**src/pkg/tsf_defines.svh**
```systemverilog
// constants of the transmit frame statistics block
// assumes a 32-bit register port with word-aligned byte addresses
`ifndef TSF_DEFINES_SVH
`define TSF_DEFINES_SVH
// ==========================================================
// counter indices and byte offsets
`define TSF_NUM_CNT 7
`define TSF_IDX_GOOD 3'h0
`define TSF_IDX_BCAST 3'h1
`define TSF_IDX_GROUP 3'h2
`define TSF_IDX_PAUSE 3'h3
`define TSF_IDX_DEFER 3'h4
`define TSF_IDX_COLL 3'h5
`define TSF_IDX_SCOLL 3'h6
`define TSF_OFF_GOOD 8'h00
`define TSF_OFF_BCAST 8'h04
`define TSF_OFF_GROUP 8'h08
`define TSF_OFF_PAUSE 8'h0C
`define TSF_OFF_DEFER 8'h10
`define TSF_OFF_COLL 8'h14
`define TSF_OFF_SCOLL 8'h18
// ==========================================================
// field values and reset values
`define TSF_CNT_W 32
`define TSF_CNT_RST 32'h0000_0000
`define TSF_BCAST_ADDR 48'hFFFF_FFFF_FFFF
`define TSF_GROUP_BIT 40
`define TSF_JAM_CYCLES 4
`endif

```
**src/pkg/tsf_pkg.sv**
```systemverilog
// types of the transmit frame statistics block
// assumes tsf_defines.svh sits on the include path
package tsf_pkg;
  // ==========================================================
  // per-frame outcome report from the transmit path
  typedef struct packed {
    logic valid;         // one-cycle pulse, frame finished
    logic [47:0] dest;   // destination address
    logic mac_pause;     // pause frame built by the mac itself
    logic late_coll;     // frame met a late collision
    logic excess_coll;   // frame abandoned after too many collisions
    logic carrier_loss;  // carrier lost or never seen
    logic underrun;      // transmit data underrun
    logic deferred;      // medium busy at first attempt
    logic len_is_64;     // frame was exactly 64 bytes
  } tsf_report_t;
  // collision event during a transmission
  typedef struct packed {
    logic valid;         // one-cycle pulse per collision
    logic late;          // collision was late
  } tsf_coll_t;
  // jam generator states
  typedef enum logic [1:0] {
    TSF_IDLE = 2'h0,
    TSF_JAM = 2'h1
  } tsf_state_t;
endpackage : tsf_pkg

```
**src/core/tsf_stats.sv**
```systemverilog
// transmit frame statistics counters with register read port
// assumes synchronous inputs, one-cycle event pulses, one clock
//
// Contract
// - count every clean transmitted frame as good
// - broadcast counter: clean frames to all ones
// - group counter: clean non-broadcast group frames
// - pause counter: mac-built pause frames only
// - pause count ignores errors, full duplex
// - pause frames also count group and 64-byte
// - deferred: waited, no collisions, clean frame
// - count each collision, late ones included
// - send jam on every non-late collision
// - collisions counted only without carrier loss/underrun
// - half duplex flow control rx start counts
// - single collision: exactly one, not late
// - counters are 32-bit read-only words
//
// Chosen here: the register addresses and strobed register access.
`timescale 1ns/1ps
`include "tsf_defines.svh"
module tsf_stats #(
  parameter int JAM_CYCLES = `TSF_JAM_CYCLES
) (
  input wire logic clk_in,
  input wire logic rst_n_in,
  input wire logic ce_in,
  input wire tsf_pkg::tsf_report_t report_in,
  input wire tsf_pkg::tsf_coll_t coll_in,
  input wire logic half_duplex_in,
  input wire logic flow_ctrl_in,
  input wire logic rx_start_in,
  input wire logic [7:0] addr_in,
  input wire logic [31:0] wdata_in,
  input wire logic wr_in,
  input wire logic rd_in,
  output logic [31:0] rdata_out,
  output logic jam_out,
  output logic min_size_tick_out
);
  import tsf_pkg::*;

  // ==========================================================
  // elaboration checks
  if (JAM_CYCLES < 1 || JAM_CYCLES > 15)
  begin : g_chk
    $error("JAM_CYCLES must lie in 1..15");
  end

  // ==========================================================
  // frame classification
  // group bit of the first octet sent
  function automatic logic is_group(input logic [47:0] a);
    is_group = a[`TSF_GROUP_BIT];
  endfunction : is_group

  // all-ones destination
  function automatic logic is_bcast(input logic [47:0] a);
    is_bcast = (a == `TSF_BCAST_ADDR);
  endfunction : is_bcast

  logic clean;       // no late/excess collision, loss or underrun
  logic no_err;      // no carrier loss and no underrun
  logic [4:0] pend_q; // collisions seen in the current frame
  logic [4:0] pend_d;
  logic [4:0] pend_tot; // including one arriving this cycle
  logic [4:0] coll_add; // collisions credited this cycle
  logic [`TSF_NUM_CNT-1:0] inc; // increment per counter

  assign no_err = !report_in.carrier_loss && !report_in.underrun;
  assign clean = no_err && !report_in.late_coll
    && !report_in.excess_coll;
  assign pend_tot = pend_q + {4'h0, coll_in.valid};

  // ==========================================================
  // per-frame collision tally
  // collect events until the frame outcome is known
  always_comb
  begin
    if (report_in.valid)
    begin
      pend_d = 5'h00; // frame done, start afresh
    end
    else if (pend_tot == 5'h1F)
    begin
      pend_d = pend_q; // saturate, cannot happen legally
    end
    else
    begin
      pend_d = pend_tot;
    end
  end

  // tally register
  always_ff @(posedge clk_in or negedge rst_n_in)
  begin
    if (!rst_n_in)
    begin
      pend_q <= 5'h00;
    end
    else if (ce_in)
    begin
      pend_q <= pend_d;
    end
  end

  // ==========================================================
  // increment decode
  // every counter hit by one frame moves in the same cycle
  always_comb
  begin
    inc = '0;
    coll_add = 5'h00;
    if (report_in.valid && clean)
    begin
      inc[`TSF_IDX_GOOD] = 1'b1;
      inc[`TSF_IDX_BCAST] = is_bcast(report_in.dest);
      inc[`TSF_IDX_GROUP] = is_group(report_in.dest)
        && !is_bcast(report_in.dest);
      inc[`TSF_IDX_DEFER] = report_in.deferred
        && (pend_tot == 5'h00);
      inc[`TSF_IDX_SCOLL] = (pend_tot == 5'h01);
    end
    if (report_in.valid && report_in.mac_pause && !half_duplex_in)
    begin
      // errors are impossible on mac-built pause frames
      inc[`TSF_IDX_PAUSE] = 1'b1;
      inc[`TSF_IDX_GROUP] = 1'b1;
    end
    if (report_in.valid && no_err)
    begin
      coll_add = pend_tot;
    end
    if (half_duplex_in && flow_ctrl_in && rx_start_in)
    begin
      coll_add = coll_add + 5'h01;
    end
    inc[`TSF_IDX_COLL] = (coll_add != 5'h00);
  end

  // 64-byte size statistic lives elsewhere; signal it
  assign min_size_tick_out = ce_in && report_in.valid
    && ((clean && report_in.len_is_64)
    || (report_in.mac_pause && !half_duplex_in));

  // ==========================================================
  // counter array
  logic [`TSF_CNT_W-1:0] cnt_q [`TSF_NUM_CNT];
  logic [`TSF_CNT_W-1:0] cnt_d [`TSF_NUM_CNT];

  // next counts, natural wrap at 32 bits
  always_comb
  begin
    for (int i = 0; i < `TSF_NUM_CNT; i++)
    begin
      if (i == int'(`TSF_IDX_COLL))
      begin
        cnt_d[i] = cnt_q[i] + {27'h0, coll_add};
      end
      else
      begin
        cnt_d[i] = cnt_q[i] + {31'h0, inc[i]};
      end
    end
  end

  // counter registers; software cannot write them
  always_ff @(posedge clk_in or negedge rst_n_in)
  begin
    if (!rst_n_in)
    begin
      for (int i = 0; i < `TSF_NUM_CNT; i++)
      begin
        cnt_q[i] <= `TSF_CNT_RST;
      end
    end
    else if (ce_in)
    begin
      for (int i = 0; i < `TSF_NUM_CNT; i++)
      begin
        cnt_q[i] <= cnt_d[i];
      end
    end
  end

  // ==========================================================
  // jam generator
  tsf_state_t st_q; // jam state
  tsf_state_t st_d;
  logic [3:0] jam_q; // jam cycles left
  logic [3:0] jam_d;

  // start or restart jam on a non-late collision
  always_comb
  begin
    st_d = st_q;
    jam_d = jam_q;
    if (coll_in.valid && !coll_in.late)
    begin
      st_d = TSF_JAM;
      jam_d = 4'(JAM_CYCLES - 1);
    end
    else
    begin
      unique case (st_q)
        TSF_IDLE:
        begin
          jam_d = 4'h0;
        end
        TSF_JAM:
        begin
          if (jam_q == 4'h0)
          begin
            st_d = TSF_IDLE; // jam finished
          end
          else
          begin
            jam_d = jam_q - 4'h1;
          end
        end
        default:
        begin
          st_d = TSF_IDLE; // illegal code recovers
        end
      endcase
    end
  end

  // jam registers
  always_ff @(posedge clk_in or negedge rst_n_in)
  begin
    if (!rst_n_in)
    begin
      st_q <= TSF_IDLE;
      jam_q <= 4'h0;
    end
    else if (ce_in)
    begin
      st_q <= st_d;
      jam_q <= jam_d;
    end
  end

  assign jam_out = (st_q == TSF_JAM);

  // ==========================================================
  // register read port
  logic [31:0] rdata_q; // read data, valid one cycle after strobe
  logic [31:0] rdata_d;
  logic unused_wr; // writes have no effect

  assign unused_wr = wr_in ^ (^wdata_in);

  // decode; unmapped addresses read as zero
  always_comb
  begin
    rdata_d = 32'h0000_0000;
    if (rd_in)
    begin
      unique case (addr_in)
        `TSF_OFF_GOOD: rdata_d = cnt_q[`TSF_IDX_GOOD];
        `TSF_OFF_BCAST: rdata_d = cnt_q[`TSF_IDX_BCAST];
        `TSF_OFF_GROUP: rdata_d = cnt_q[`TSF_IDX_GROUP];
        `TSF_OFF_PAUSE: rdata_d = cnt_q[`TSF_IDX_PAUSE];
        `TSF_OFF_DEFER: rdata_d = cnt_q[`TSF_IDX_DEFER];
        `TSF_OFF_COLL: rdata_d = cnt_q[`TSF_IDX_COLL];
        `TSF_OFF_SCOLL: rdata_d = cnt_q[`TSF_IDX_SCOLL];
        default: rdata_d = 32'h0000_0000;
      endcase
    end
  end

  // read data register
  always_ff @(posedge clk_in or negedge rst_n_in)
  begin
    if (!rst_n_in)
    begin
      rdata_q <= 32'h0000_0000;
    end
    else if (ce_in)
    begin
      rdata_q <= rdata_d;
    end
  end

  assign rdata_out = rdata_q;

  // ==========================================================
  // assertions
  property p_good;
    @(posedge clk_in) disable iff (!rst_n_in)
    ce_in && report_in.valid && clean |=>
      cnt_q[0] == $past(cnt_q[0]) + 32'h1;
  endproperty
  a_good: assert property (p_good) else $error("good missed");

  property p_bcast;
    @(posedge clk_in) disable iff (!rst_n_in)
    ce_in && !(report_in.valid && clean
      && is_bcast(report_in.dest)) |=> $stable(cnt_q[1]);
  endproperty
  a_bcast: assert property (p_bcast) else $error("bcast bad");

  property p_group;
    @(posedge clk_in) disable iff (!rst_n_in)
    ce_in && report_in.valid && clean && is_bcast(report_in.dest)
      && !report_in.mac_pause |=> $stable(cnt_q[2]);
  endproperty
  a_group: assert property (p_group) else $error("group bad");

  property p_pause;
    @(posedge clk_in) disable iff (!rst_n_in)
    ce_in && report_in.valid && report_in.mac_pause
      && !half_duplex_in |=> cnt_q[3] == $past(cnt_q[3]) + 32'h1
      && cnt_q[2] == $past(cnt_q[2]) + 32'h1;
  endproperty
  a_pause: assert property (p_pause) else $error("pause bad");

  property p_defer;
    @(posedge clk_in) disable iff (!rst_n_in)
    ce_in && report_in.valid && pend_tot != 5'h00 |=>
      $stable(cnt_q[4]);
  endproperty
  a_defer: assert property (p_defer) else $error("defer bad");

  property p_coll;
    @(posedge clk_in) disable iff (!rst_n_in)
    ce_in && report_in.valid && !no_err
      && !(half_duplex_in && flow_ctrl_in && rx_start_in)
      |=> $stable(cnt_q[5]);
  endproperty
  a_coll: assert property (p_coll) else $error("coll bad");

  property p_rxcoll;
    @(posedge clk_in) disable iff (!rst_n_in)
    ce_in && half_duplex_in && flow_ctrl_in && rx_start_in
      && !report_in.valid |=> cnt_q[5] == $past(cnt_q[5]) + 32'h1;
  endproperty
  a_rxcoll: assert property (p_rxcoll) else $error("rx coll");

  property p_jam;
    @(posedge clk_in) disable iff (!rst_n_in)
    ce_in && coll_in.valid && !coll_in.late |=> jam_out;
  endproperty
  a_jam: assert property (p_jam) else $error("no jam");

  property p_scoll;
    @(posedge clk_in) disable iff (!rst_n_in)
    ce_in && report_in.valid && pend_tot > 5'h01 |=>
      $stable(cnt_q[6]);
  endproperty
  a_scoll: assert property (p_scoll) else $error("scoll bad");

  property p_read;
    @(posedge clk_in) disable iff (!rst_n_in)
    ce_in && rd_in && addr_in == `TSF_OFF_GOOD |=>
      rdata_out == $past(cnt_q[0]);
  endproperty
  a_read: assert property (p_read) else $error("read bad");

  c_pause: cover property (@(posedge clk_in)
    report_in.valid && report_in.mac_pause);
  c_scoll: cover property (@(posedge clk_in)
    inc[`TSF_IDX_SCOLL]);
  c_jam: cover property (@(posedge clk_in) jam_out ##1 !jam_out);
endmodule : tsf_stats

```
**config.mk**
```make
export PLATFORM = sky130hd
export DESIGN_NAME = tsf_stats
export DESIGN_NICKNAME = d
export VERILOG_FILES = /design/src/pkg/tsf_pkg.sv /design/src/core/tsf_stats.sv
export VERILOG_INCLUDE_DIRS = /design/src /design/src/pkg
export SDC_FILE = /design/constraint.sdc
export NUM_CORES = 1
export LEC_CHECK = 0
export ABC_CLOCK_PERIOD_IN_PS = 3100
export BUFFER_PORTS_ARGS = -buffer_cell sky130_fd_sc_hd__buf_2
export CELL_PAD_IN_SITES_DETAIL_PLACEMENT = 1
export CELL_PAD_IN_SITES_GLOBAL_PLACEMENT = 1
export CORE_MARGIN = 5
export CORE_UTILIZATION = 26
export DETAILED_ROUTE_END_ITERATION = 10
export GPL_ROUTABILITY_DRIVEN = 0
export PLACE_DENSITY = 0.5
export SYNTH_ARGS = -nofsm -noshare
export SYNTH_HDL_FRONTEND = slang
export SYNTH_SLANG_ARGS = --single-unit
```
**constraint.sdc**
```tcl
create_clock -name clk_in -period 3.1 [get_ports clk_in]
set_clock_uncertainty 0.05 [all_clocks]
set_input_delay 0.155 -clock clk_in [delete_from_list [all_inputs] [get_ports clk_in]]
set_output_delay 0.155 -clock clk_in [all_outputs]
set_load 0.05 [all_outputs]
```
* Word level (Yosys, flattened, before mapping)
Index checks and enable logic that the tools add are counted.
Word-level totals: bits in registers 267, input port bits 106, output and inout port bits 34, word-level logic and storage cells 83
Operators by class: add/sub/neg operators 10, equality and inequality tests 14, muxes and demuxes 16, reduce and logical (&&, ||, !) cells 32
Operator list (number):
- case mux 32 bit (7 select lines) | 1
- adder 32 x 1 -> 32 bit | 6
- == test 48 bit, second input constant | 1
- adder 32 x 5 -> 32 bit | 1
- two-way mux 32 bit | 1
- == test 8 x 5 -> 1 bit, second input constant | 3
- two-way mux 5 bit | 4
- == test 8 x 4 -> 1 bit, second input constant | 2
- logical AND 1 bit | 16
- == test 8 x 3 -> 1 bit, second input constant | 1
- logical NOT 8 bit | 1
- two-way mux 4 bit | 2
- case mux 4 bit (2 select lines) | 1
- logical NOT 1 bit | 7
- two-way mux 2 bit | 3
- AND reduction 3 bit | 2
- adder 5 x 1 -> 5 bit | 1
- adder 5 x 1 -> 5 bit, second input constant | 1
- == test 5 x 1 -> 1 bit, second input constant | 1
- == test 5 bit, second input constant | 1
- logical NOT 5 bit | 1
- logical NOT 4 bit | 1
- != test 2 bit, second input constant | 2
- case mux 2 bit (2 select lines) | 1
- 10 further kinds | 11

* Longest topological paths before layout
Gate-level depths: netlist of the first run.
word-level depth 8, mapped depth 14, depth with buffers taken out 14

* Worst setup path before layout of the first run
Ideal clock, no wire load.
path kind reg-to-reg, start point register pend_q[0], end point register cnt_q[58] in the netlist's numbering, setup time 123 ps, arrival time 3036 ps, data required time 2927 ps, slack -109 ps, cell stages (with the launch flop) 13, path buffers 0, clock period less this slack 3209 ps, path through dfrtp_1 ha_1 ha_1 and2_1 ha_1 mux2_2 inv_1 fa_1 nor2b_1 o2111ai_1 a2111oi_4 nand4_1 xnor2_1
On the way: word-level cells in the longest chain between the ends 5
Ends and longest elaborated chain:
- start, declared | line tsf_stats.sv:64 | logic [4:0] pend_q;
- start signal, assigned | line tsf_stats.sv:103 | pend_q <= pend_d;
- adder 5 x 1 -> 5 bit * | line tsf_stats.sv:73 | assign pend_tot = pend_q + {4'h0, coll_in.valid};
- two-way mux 5 bit * | line tsf_stats.sv:130 | if (report_in.valid && no_err)
- adder 5 x 1 -> 5 bit | line tsf_stats.sv:136 | coll_add = coll_add + 5'h01;
- two-way mux 5 bit * | line tsf_stats.sv:134 | if (half_duplex_in && flow_ctrl_in && rx_start_in)
- adder 32 x 5 -> 32 bit * | line tsf_stats.sv:158 | cnt_d[i] = cnt_q[i] + {27'h0, coll_add};
- end signal, assigned by index | line tsf_stats.sv:174 | cnt_q[i] <= `TSF_CNT_RST;
- end signal, assigned by index | line tsf_stats.sv:181 | cnt_q[i] <= cnt_d[i];
- end, declared | line tsf_stats.sv:148 | logic [`TSF_CNT_W-1:0] cnt_q [`TSF_NUM_CNT];
Mark *: on every way between the ends. The rest lies on a longest branch, timed or not. A chain may end at the register's enable or synchronous reset.

* Worst setup path in the final report of the first run
start point register pend_q[0], end point register cnt_q[54] in the netlist's numbering
Same word-level chain as after synthesis.

==> summary.md, run 1 <==
| Metric | Value |
|---|---|
| Grt ovf | `0` |
| Iteration-0 DRC Markers | `472` |
| CP required | `3.47 ns` |
| TritonCTS clock tree | `built` |
| Post-synthesis cell type count | `56` |
| Layout Nets | `1604` |
| DIE AREA | `57900 um^2` |
| Fmax achieved | `313 MHz` |
| CTS clk-pin slew, worst paths | `0.06 ns` |
| R2R cell count | `16` |
| Worst Setup SP | `pend_q[0]` |
| Final WS setup | `-0.0970 ns` |
| Clk root buf | `clkbuf_16` |
| Post-synth EDFFs | `0` |
| IO buf count | `106` |
| Ant. Diodes | `0` |
| CP Class | `reg2reg` |
| Global Route Usage Sum | `0.142` |
| ANT nets after route | `0` |
| Share of post-route cells with drive strength above 1 | `0.234` |
| Total number of vias | `10.5k` |
| Hold Path Depth | `3` |
| Crit. End Element | `flop` |
| Tcrit/Tclk final | `1.03` |
| Max-slew violations | `0` |
| Wire per inst | `18.8 um` |
| Minimum clock period | `3.20 ns` |
| Number of global-route vias before repair | `11.3k` |
| Core box area | `52700 um^2` |
| Clock Sinks | `266` |
| Synthesis Warnings | `0` |
| Initial antenna violation count | `0` |
| Final Hold Viols | `0` |
| Top-level I/O count | `140` |
| Setup TNS | `-0.544 ns` |
| Synth Flop Type | `dfrtp_1` |
| Async S/R FF share, synth | `1.00` |
| R2r startpoint | `pend_q[0]` |
| Worst skew pair latency | `0.54 ns` |
| Maximum vdd drop | `0.342 mV` |
| Final core occ | `0.327` |
| WHS Endpoint | `rdata_out[28]` |
| Failing checks | `negative setup slack` |
| Mapped cell area | `13800 um^2` |
| Crit path max fanout | `7` |
| #FFs+latches synth | `266` |
| Drc violations | `0` |
| Clock buffer count from CTS | `35` |
| Syn avg cell area | `10.8 um^2` |
| Detail Placement HPWL | `30800 um` |
| Mapped Nets | `1408` |
| Max-Cap Viols | `0` |
| Worst hold path class | `in2reg` |
| Drt total wl | `41200 um` |
| Dpl ws | `-0.236 ns` |
| Largest net degree at the start of global routing | `61` |
| # H-tree levels | `2` |
| Area added between synthesis and finish | `24.5%` |
| Type of origin of the critical path | `flop` |
| Gate Count Post-Synth | `1279` |
| CP arrival | `3.57 ns` |
| Measured slew at the worst slew-check pin | `0.805 ns` |
| HP Start | `addr_in[2]` |
| First drt pass iteration count | `4` |
| Outcome | `finished with violations` |
| Slew HR | `0.462` |
| Seq/Total Area, Yosys | `0.481` |
| Longest Clk Path Bufs | `3` |
| Static leakage | `7.72 nW` |
| Setup violations, final | `8` |
| Die span in x | `241 um` |
| RSZ-0062 raised after global routing | `true` |
| Via density | `4.80` |
| Die Span Y | `241 um` |
| Starting Density | `0.263` |
| Row count | `84` |
| First-pass GRT wire length | `64900 um` |
| Pwr/cell area | `513 nW/um^2` |
| Reg2reg end | `cnt_q[54]` |
| R2R setup slack | `-0.1 ns` |
## kinds of logic (layout without fill, tap and decap cells)
family          count (synthesis)  in the layout  synth area share
simple gates                  463            463             0.181
flops                         266            266             0.481
xor+xnor                      216            216             0.137
compound gates                134            134            0.0723
mux                            95             95            0.0839
buf+inv                        82            303            0.0235
fa+ha+maj                      23             23            0.0214
## final cells by class
type	instances	area [um^2]
Fill cell	5886	35400
Timing Repair Buffer	202	1330
Clock inverter	10	136
Clock buffer	52	1030
Tap cell	688	861
Sequential cell	266	6660
Inverter	39	146
Multi-Input combinational cell	931	7050
## worst max-delay path by stage
stage | end | depth (start not counted)
after floorplan | cnt_q[58] | 14
after global placement | cnt_q[90] | 13
after detailed placement | cnt_q[62] | 14
after CTS | cnt_q[60] | 14
after global routing | cnt_q[62] | 14
final | cnt_q[54] | 16
## repair_timing
| action | 4_1_cts | 5_1_grt |
|---|---|---|
| pin swaps | 8 | 8 |
| endpoints found under the setup margin | 31 | 49 |
| endpoints found under the hold margin | 127 | 0 |
| resized for setup | 17 | 28 |
| setup buffers | 1 | 6 |
| hold buffers | 3 | 0 |
## stage by stage
| stage | hold WS, ns | total power [mW] | area [um^2] | cells |
|---|---|---|---|---|
| detailed placement | 0.0802 | 4.72 | 15800 | 2117 |
| global placement | 0.0752 | 4.69 | 15800 | 2117 |
| finish | 0.0354 | 8.83 | 17200 | 2188 |
| global route | 0.0681 | 9.27 | 17200 | 2188 |
| CTS | 0.0109 | 9.01 | 17000 | 2183 |
| floorplan | -0.191 | 4.33 | 13800 | 1279 |
## state kept, by name, indices dropped and copies added, names as in the netlist
register and flops:
jam_q 4, st_q 1, rdata_out 32, cnt_q 224
pend_q 5
## where the power goes
group          total, mW  internal [mW]  switching [mW]
sequential          3.79           3.62           0.167
combinational      0.896          0.412           0.484
clock               4.15           2.55            1.60
total               8.83           6.58            2.25
## cells in the final DEF, fill, tap and decap left out, types with 5 or more instances in the layout
cell type / netlist / routed
a21oi_1: 5 / 5
a22oi_1: 36 / 36
and2_1: 12 / 10
and3_1: 30 / 29
and4_1: 17 / 17
buf_2: 11 / 103
buf_4: 1 / 88
clkbuf_1: 23 / 8
clkbuf_16: 0 / 35
clkbuf_8: 0 / 9
dfrtp_1: 266 / 266
ha_1: 22 / 17
inv_1: 39 / 39
mux2_2: 37 / 37
mux2i_1: 45 / 45
mux4_2: 13 / 13
nand2_1: 120 / 114
nand2_2: 0 / 6
nand2b_1: 23 / 23
nand3_1: 60 / 55
nand3_2: 1 / 5
nand4_1: 71 / 71
nor2_1: 60 / 58
nor2b_1: 9 / 6
nor3_1: 21 / 19
nor3_2: 3 / 5
nor3b_1: 7 / 5
nor4_1: 11 / 10
o21ai_0: 20 / 19
o221ai_1: 19 / 19
o22a_1: 19 / 19
o22ai_1: 18 / 18
or3_1: 5 / 5
xnor2_1: 141 / 141
xor2_1: 75 / 74
## synthesized netlist by cell type (12+ instances only)
cell	instances	area, um^2
xnor2_1	141	1230
and2_1	12	75.1
mux2i_1	45	450
nand2b_1	23	144
and3_1	30	188
xor2_1	75	657
inv_1	39	146
o221ai_1	19	166
mux4_2	13	293
a22oi_1	36	270
nand4_1	71	444
ha_1	22	275
clkbuf_1	23	86.3
nand3_1	60	300
mux2_2	37	417
o22ai_1	18	113
and4_1	17	149
nor3_1	21	105
dfrtp_1	266	6660
nand2_1	120	450
o21ai_0	20	100
o22a_1	19	166
nor2_1	60	225
## worst max-delay path, cell delays in order, from the launching register on
cell and delay, ns:
dfrtp_1 0.41, ha_4 0.18, ha_4 0.27, and2_4 0.14, ha_4 0.11, nand4_1 0.11, nor3b_2 0.20, xor2_1 0.15
nor2_1 0.08, ha_1 0.36, a21o_1 0.15, nand2_2 0.08, a2111oi_4 0.33, buf_6 0.19, buf_4 0.11, nand2_2 0.04
xnor2_1 0.11
## per-layer routing
layer | global-route usage | up-vias | share of wire
met3 | 0.0250 | 44 | 0.037
met4 | 0.0311 | 0 | 0.017
met2 | 0.241 | 170 | 0.48
met1 | 0.191 | 5300 | 0.47
met5 | 0 | - | 0
li1 | - | 4997 | -
Note: power is estimated with default switching activity, not from simulation.
==> inputs of run 2 (changes only) <==
CORE_MARGIN = 10   (was 5)
PLACE_DENSITY = 0.6   (was 0.5)
==> summary.md, run 2 (synthesis gave the netlist of run 1 again) <==
| Metric | Value |
|---|---|
| Outcome | `finished with violations` |
| Failing checks | `negative setup slack` |
| Number of global-route vias before repair | `11.4k (+1.1%)` |
| Core box area | `52700 um^2 (unchanged)` |
| Pwr/cell area | `506 nW/um^2 (-1.4%)` |
| CP arrival | `3.73 ns (+0.16 ns)` |
| Maximum vdd drop | `0.423 mV (+24%)` |
| Static leakage | `7.65 nW (-0.99%)` |
| CP Class | `reg2reg` |
| Worst skew pair latency | `0.58 ns (+0.04 ns)` |
| CP required | `3.51 ns (+0.04 ns)` |
| Worst Setup SP | `pend_q[0]` |
| Met3 wire length | `1510 um (+0.73%)` |
| Crit path max fanout | `7 (unchanged)` |
| Area added between synthesis and finish | `23.5%` |
| Tightest hold margin | `0.0330 ns (-0.00240 ns)` |
| Setup violations, final | `13 (+5)` |
| Max-Cap Viols | `0 (unchanged)` |
| CTS clk-pin slew, worst paths | `0.06 ns (about the same)` |
| Detail Placement HPWL | `30000 um (-2.7%)` |
| Starting Density | `0.263 (unchanged)` |
| Met1 WL | `19000 um (-1.1%)` |
| ANT nets after route | `0 (unchanged)` |
| Die span in x | `251 um (+4.2%)` |
| Iteration-0 DRC Markers | `571 (+21%)` |
| Largest net degree at the start of global routing | `82 (+34%)` |
| Number of flip-flops in the largest register | `224 (unchanged)` |
| Drc violations | `0 (unchanged)` |
| Most frequent cells in the layout | `dfrtp_1, xnor2_1, nand2_1, buf_2` |
| Clock buffer count from CTS | `31 (-11%)` |
| Final Hold Viols | `0 (unchanged)` |
| First-pass GRT wire length | `65300 um (+0.68%)` |
| Type of origin of the critical path | `flop` |
| Worst hold path class | `in2reg` |
| HP Start | `ce_in` |
| Max-slew violations | `0 (unchanged)` |
| Share of post-route cells with drive strength above 1 | `0.227 (-0.00728)` |
| Via density | `4.79 (-0.24%)` |
| Clk root buf | `clkbuf_16` |
| Drt total wl | `40500 um (-1.6%)` |
| Grt ovf | `0 (unchanged)` |
| # H-tree levels | `1 (-1)` |
| Final WS setup | `-0.219 ns (-0.122 ns)` |
| Global Route Usage Sum | `0.127 (-0.0147)` |
| Dpl ws | `-0.311 ns (-0.0751 ns)` |
| Measured slew at the worst slew-check pin | `0.821 ns (+0.0165 ns)` |
| Ant. Diodes | `0 (unchanged)` |
| RSZ-0062 raised after global routing | `true` |
| Crit. End Element | `flop` |
| Minimum clock period | `3.32 ns (+0.122 ns)` |
| Most flop-heavy register | `cnt_q` |
| Die Span Y | `251 um (+4.2%)` |
| Total number of vias | `10.4k (-1.1%)` |
| Clock Sinks | `266 (unchanged)` |
| Row count | `84 (unchanged)` |
| Slew HR | `0.451 (-0.0110)` |
| Top Metal Used | `met4` |
| Initial antenna violation count | `1 (+1)` |
| DIE AREA | `62800 um^2 (+8.5%)` |
| Longest Clk Path Bufs | `3 (unchanged)` |
| First drt pass iteration count | `5 (+1)` |
| Layout Nets | `1586 (-1.1%)` |
| Wire per inst | `18.7 um (-0.79%)` |
| Routed wl met2 | `19400 um (-1.9%)` |
| Tcrit/Tclk final | `1.07 (+0.0395)` |
| Top-level I/O count | `140 (unchanged)` |
| IO buf count | `106 (unchanged)` |
| R2r startpoint | `pend_q[0]` |
| TritonCTS clock tree | `built` |
| Fmax achieved | `301 MHz (-3.7%)` |
| Most common cell after layout, fill and taps aside | `dfrtp_1` |
-- run 2: final timing paths --
| path | cells past startpoint | slack [ns] | to |
|---|---|---|---|
| worst min-delay path | 3 | 0.03 | cnt_q[66] |
| worst max-delay path | 14 | -0.22 | cnt_q[58] |
| min in group asynchronous | 2 | 0.11 | cnt_q[193] |
| worst max register to register | 14 | -0.22 | cnt_q[58] |
| max in group asynchronous | 3 | 2.00 | cnt_q[135] |
| worst min register to register | 1 | 0.42 | cnt_q[127] |
-- run 2: cell type report --
| type | instances | area (um^2) |
|---|---|---|
| Clock inverter | 7 | 116 |
| Tap cell | 688 | 861 |
| Timing Repair Buffer | 188 | 1220 |
| Clock buffer | 51 | 991 |
| Multi-Input combinational cell | 931 | 7080 |
| Sequential cell | 266 | 6660 |
| Fill cell | 5913 | 35600 |
| Inverter | 39 | 146 |
-- run 2: metal layers --
| layer | GRT usage | up-vias |
|---|---|---|
| met2 | 0.209 | 172 |
| met1 | 0.172 | 5258 |
| met3 | 0.0236 | 38 |
| met5 | 0 | - |
| met4 | 0.0224 | 0 |
| li1 | - | 4931 |
-- run 2: worst max-delay path, stage by stage, from the launching register on --
cell and delay, ns:
dfrtp_1 0.41, ha_4 0.18, ha_4 0.26, and2_4 0.14
ha_4 0.11, nand4_1 0.11, buf_4 0.17, xor2_2 0.14
ha_2 0.32, nor2b_4 0.18, o2111ai_4 0.17, a2111oi_4 0.48
buf_4 0.22, nand4_1 0.11, xnor2_1 0.16
-- run 2: what timing repair did --
item                                    in CTS  in global routing
pin swaps                                   11                 12
gates cloned                                 0                  0
hold endpoints to repair                    71                  0
resized for setup                           22                 26
setup buffers                                3                  3
hold buffers                                 5                  0
endpoints found under the setup margin      35                 54
-- run 2: power breakdown --
part / total, mW / switching (mW) / internal (mW)
registers: 3.79 / 0.171 / 3.62
clock network: 3.91 / 1.50 / 2.41
logic: 0.942 / 0.505 / 0.437
-- run 2: per-stage QoR --
stage | power (mW) | std cells | instance area (um^2) | utilization | TNS, ns
floorplan | 4.33 | 1279 | 13800 | - | 0
global placement | 4.67 | 2103 | 15700 | 0.297 | -3.90
detailed placement | 4.71 | 2103 | 15700 | 0.297 | -5.70
CTS | 8.71 | 2169 | 16900 | 0.322 | -2.00
global route | 9.04 | 2170 | 17100 | 0.324 | -6.91
finish | 8.64 | 2170 | 17100 | 0.324 | -1.67
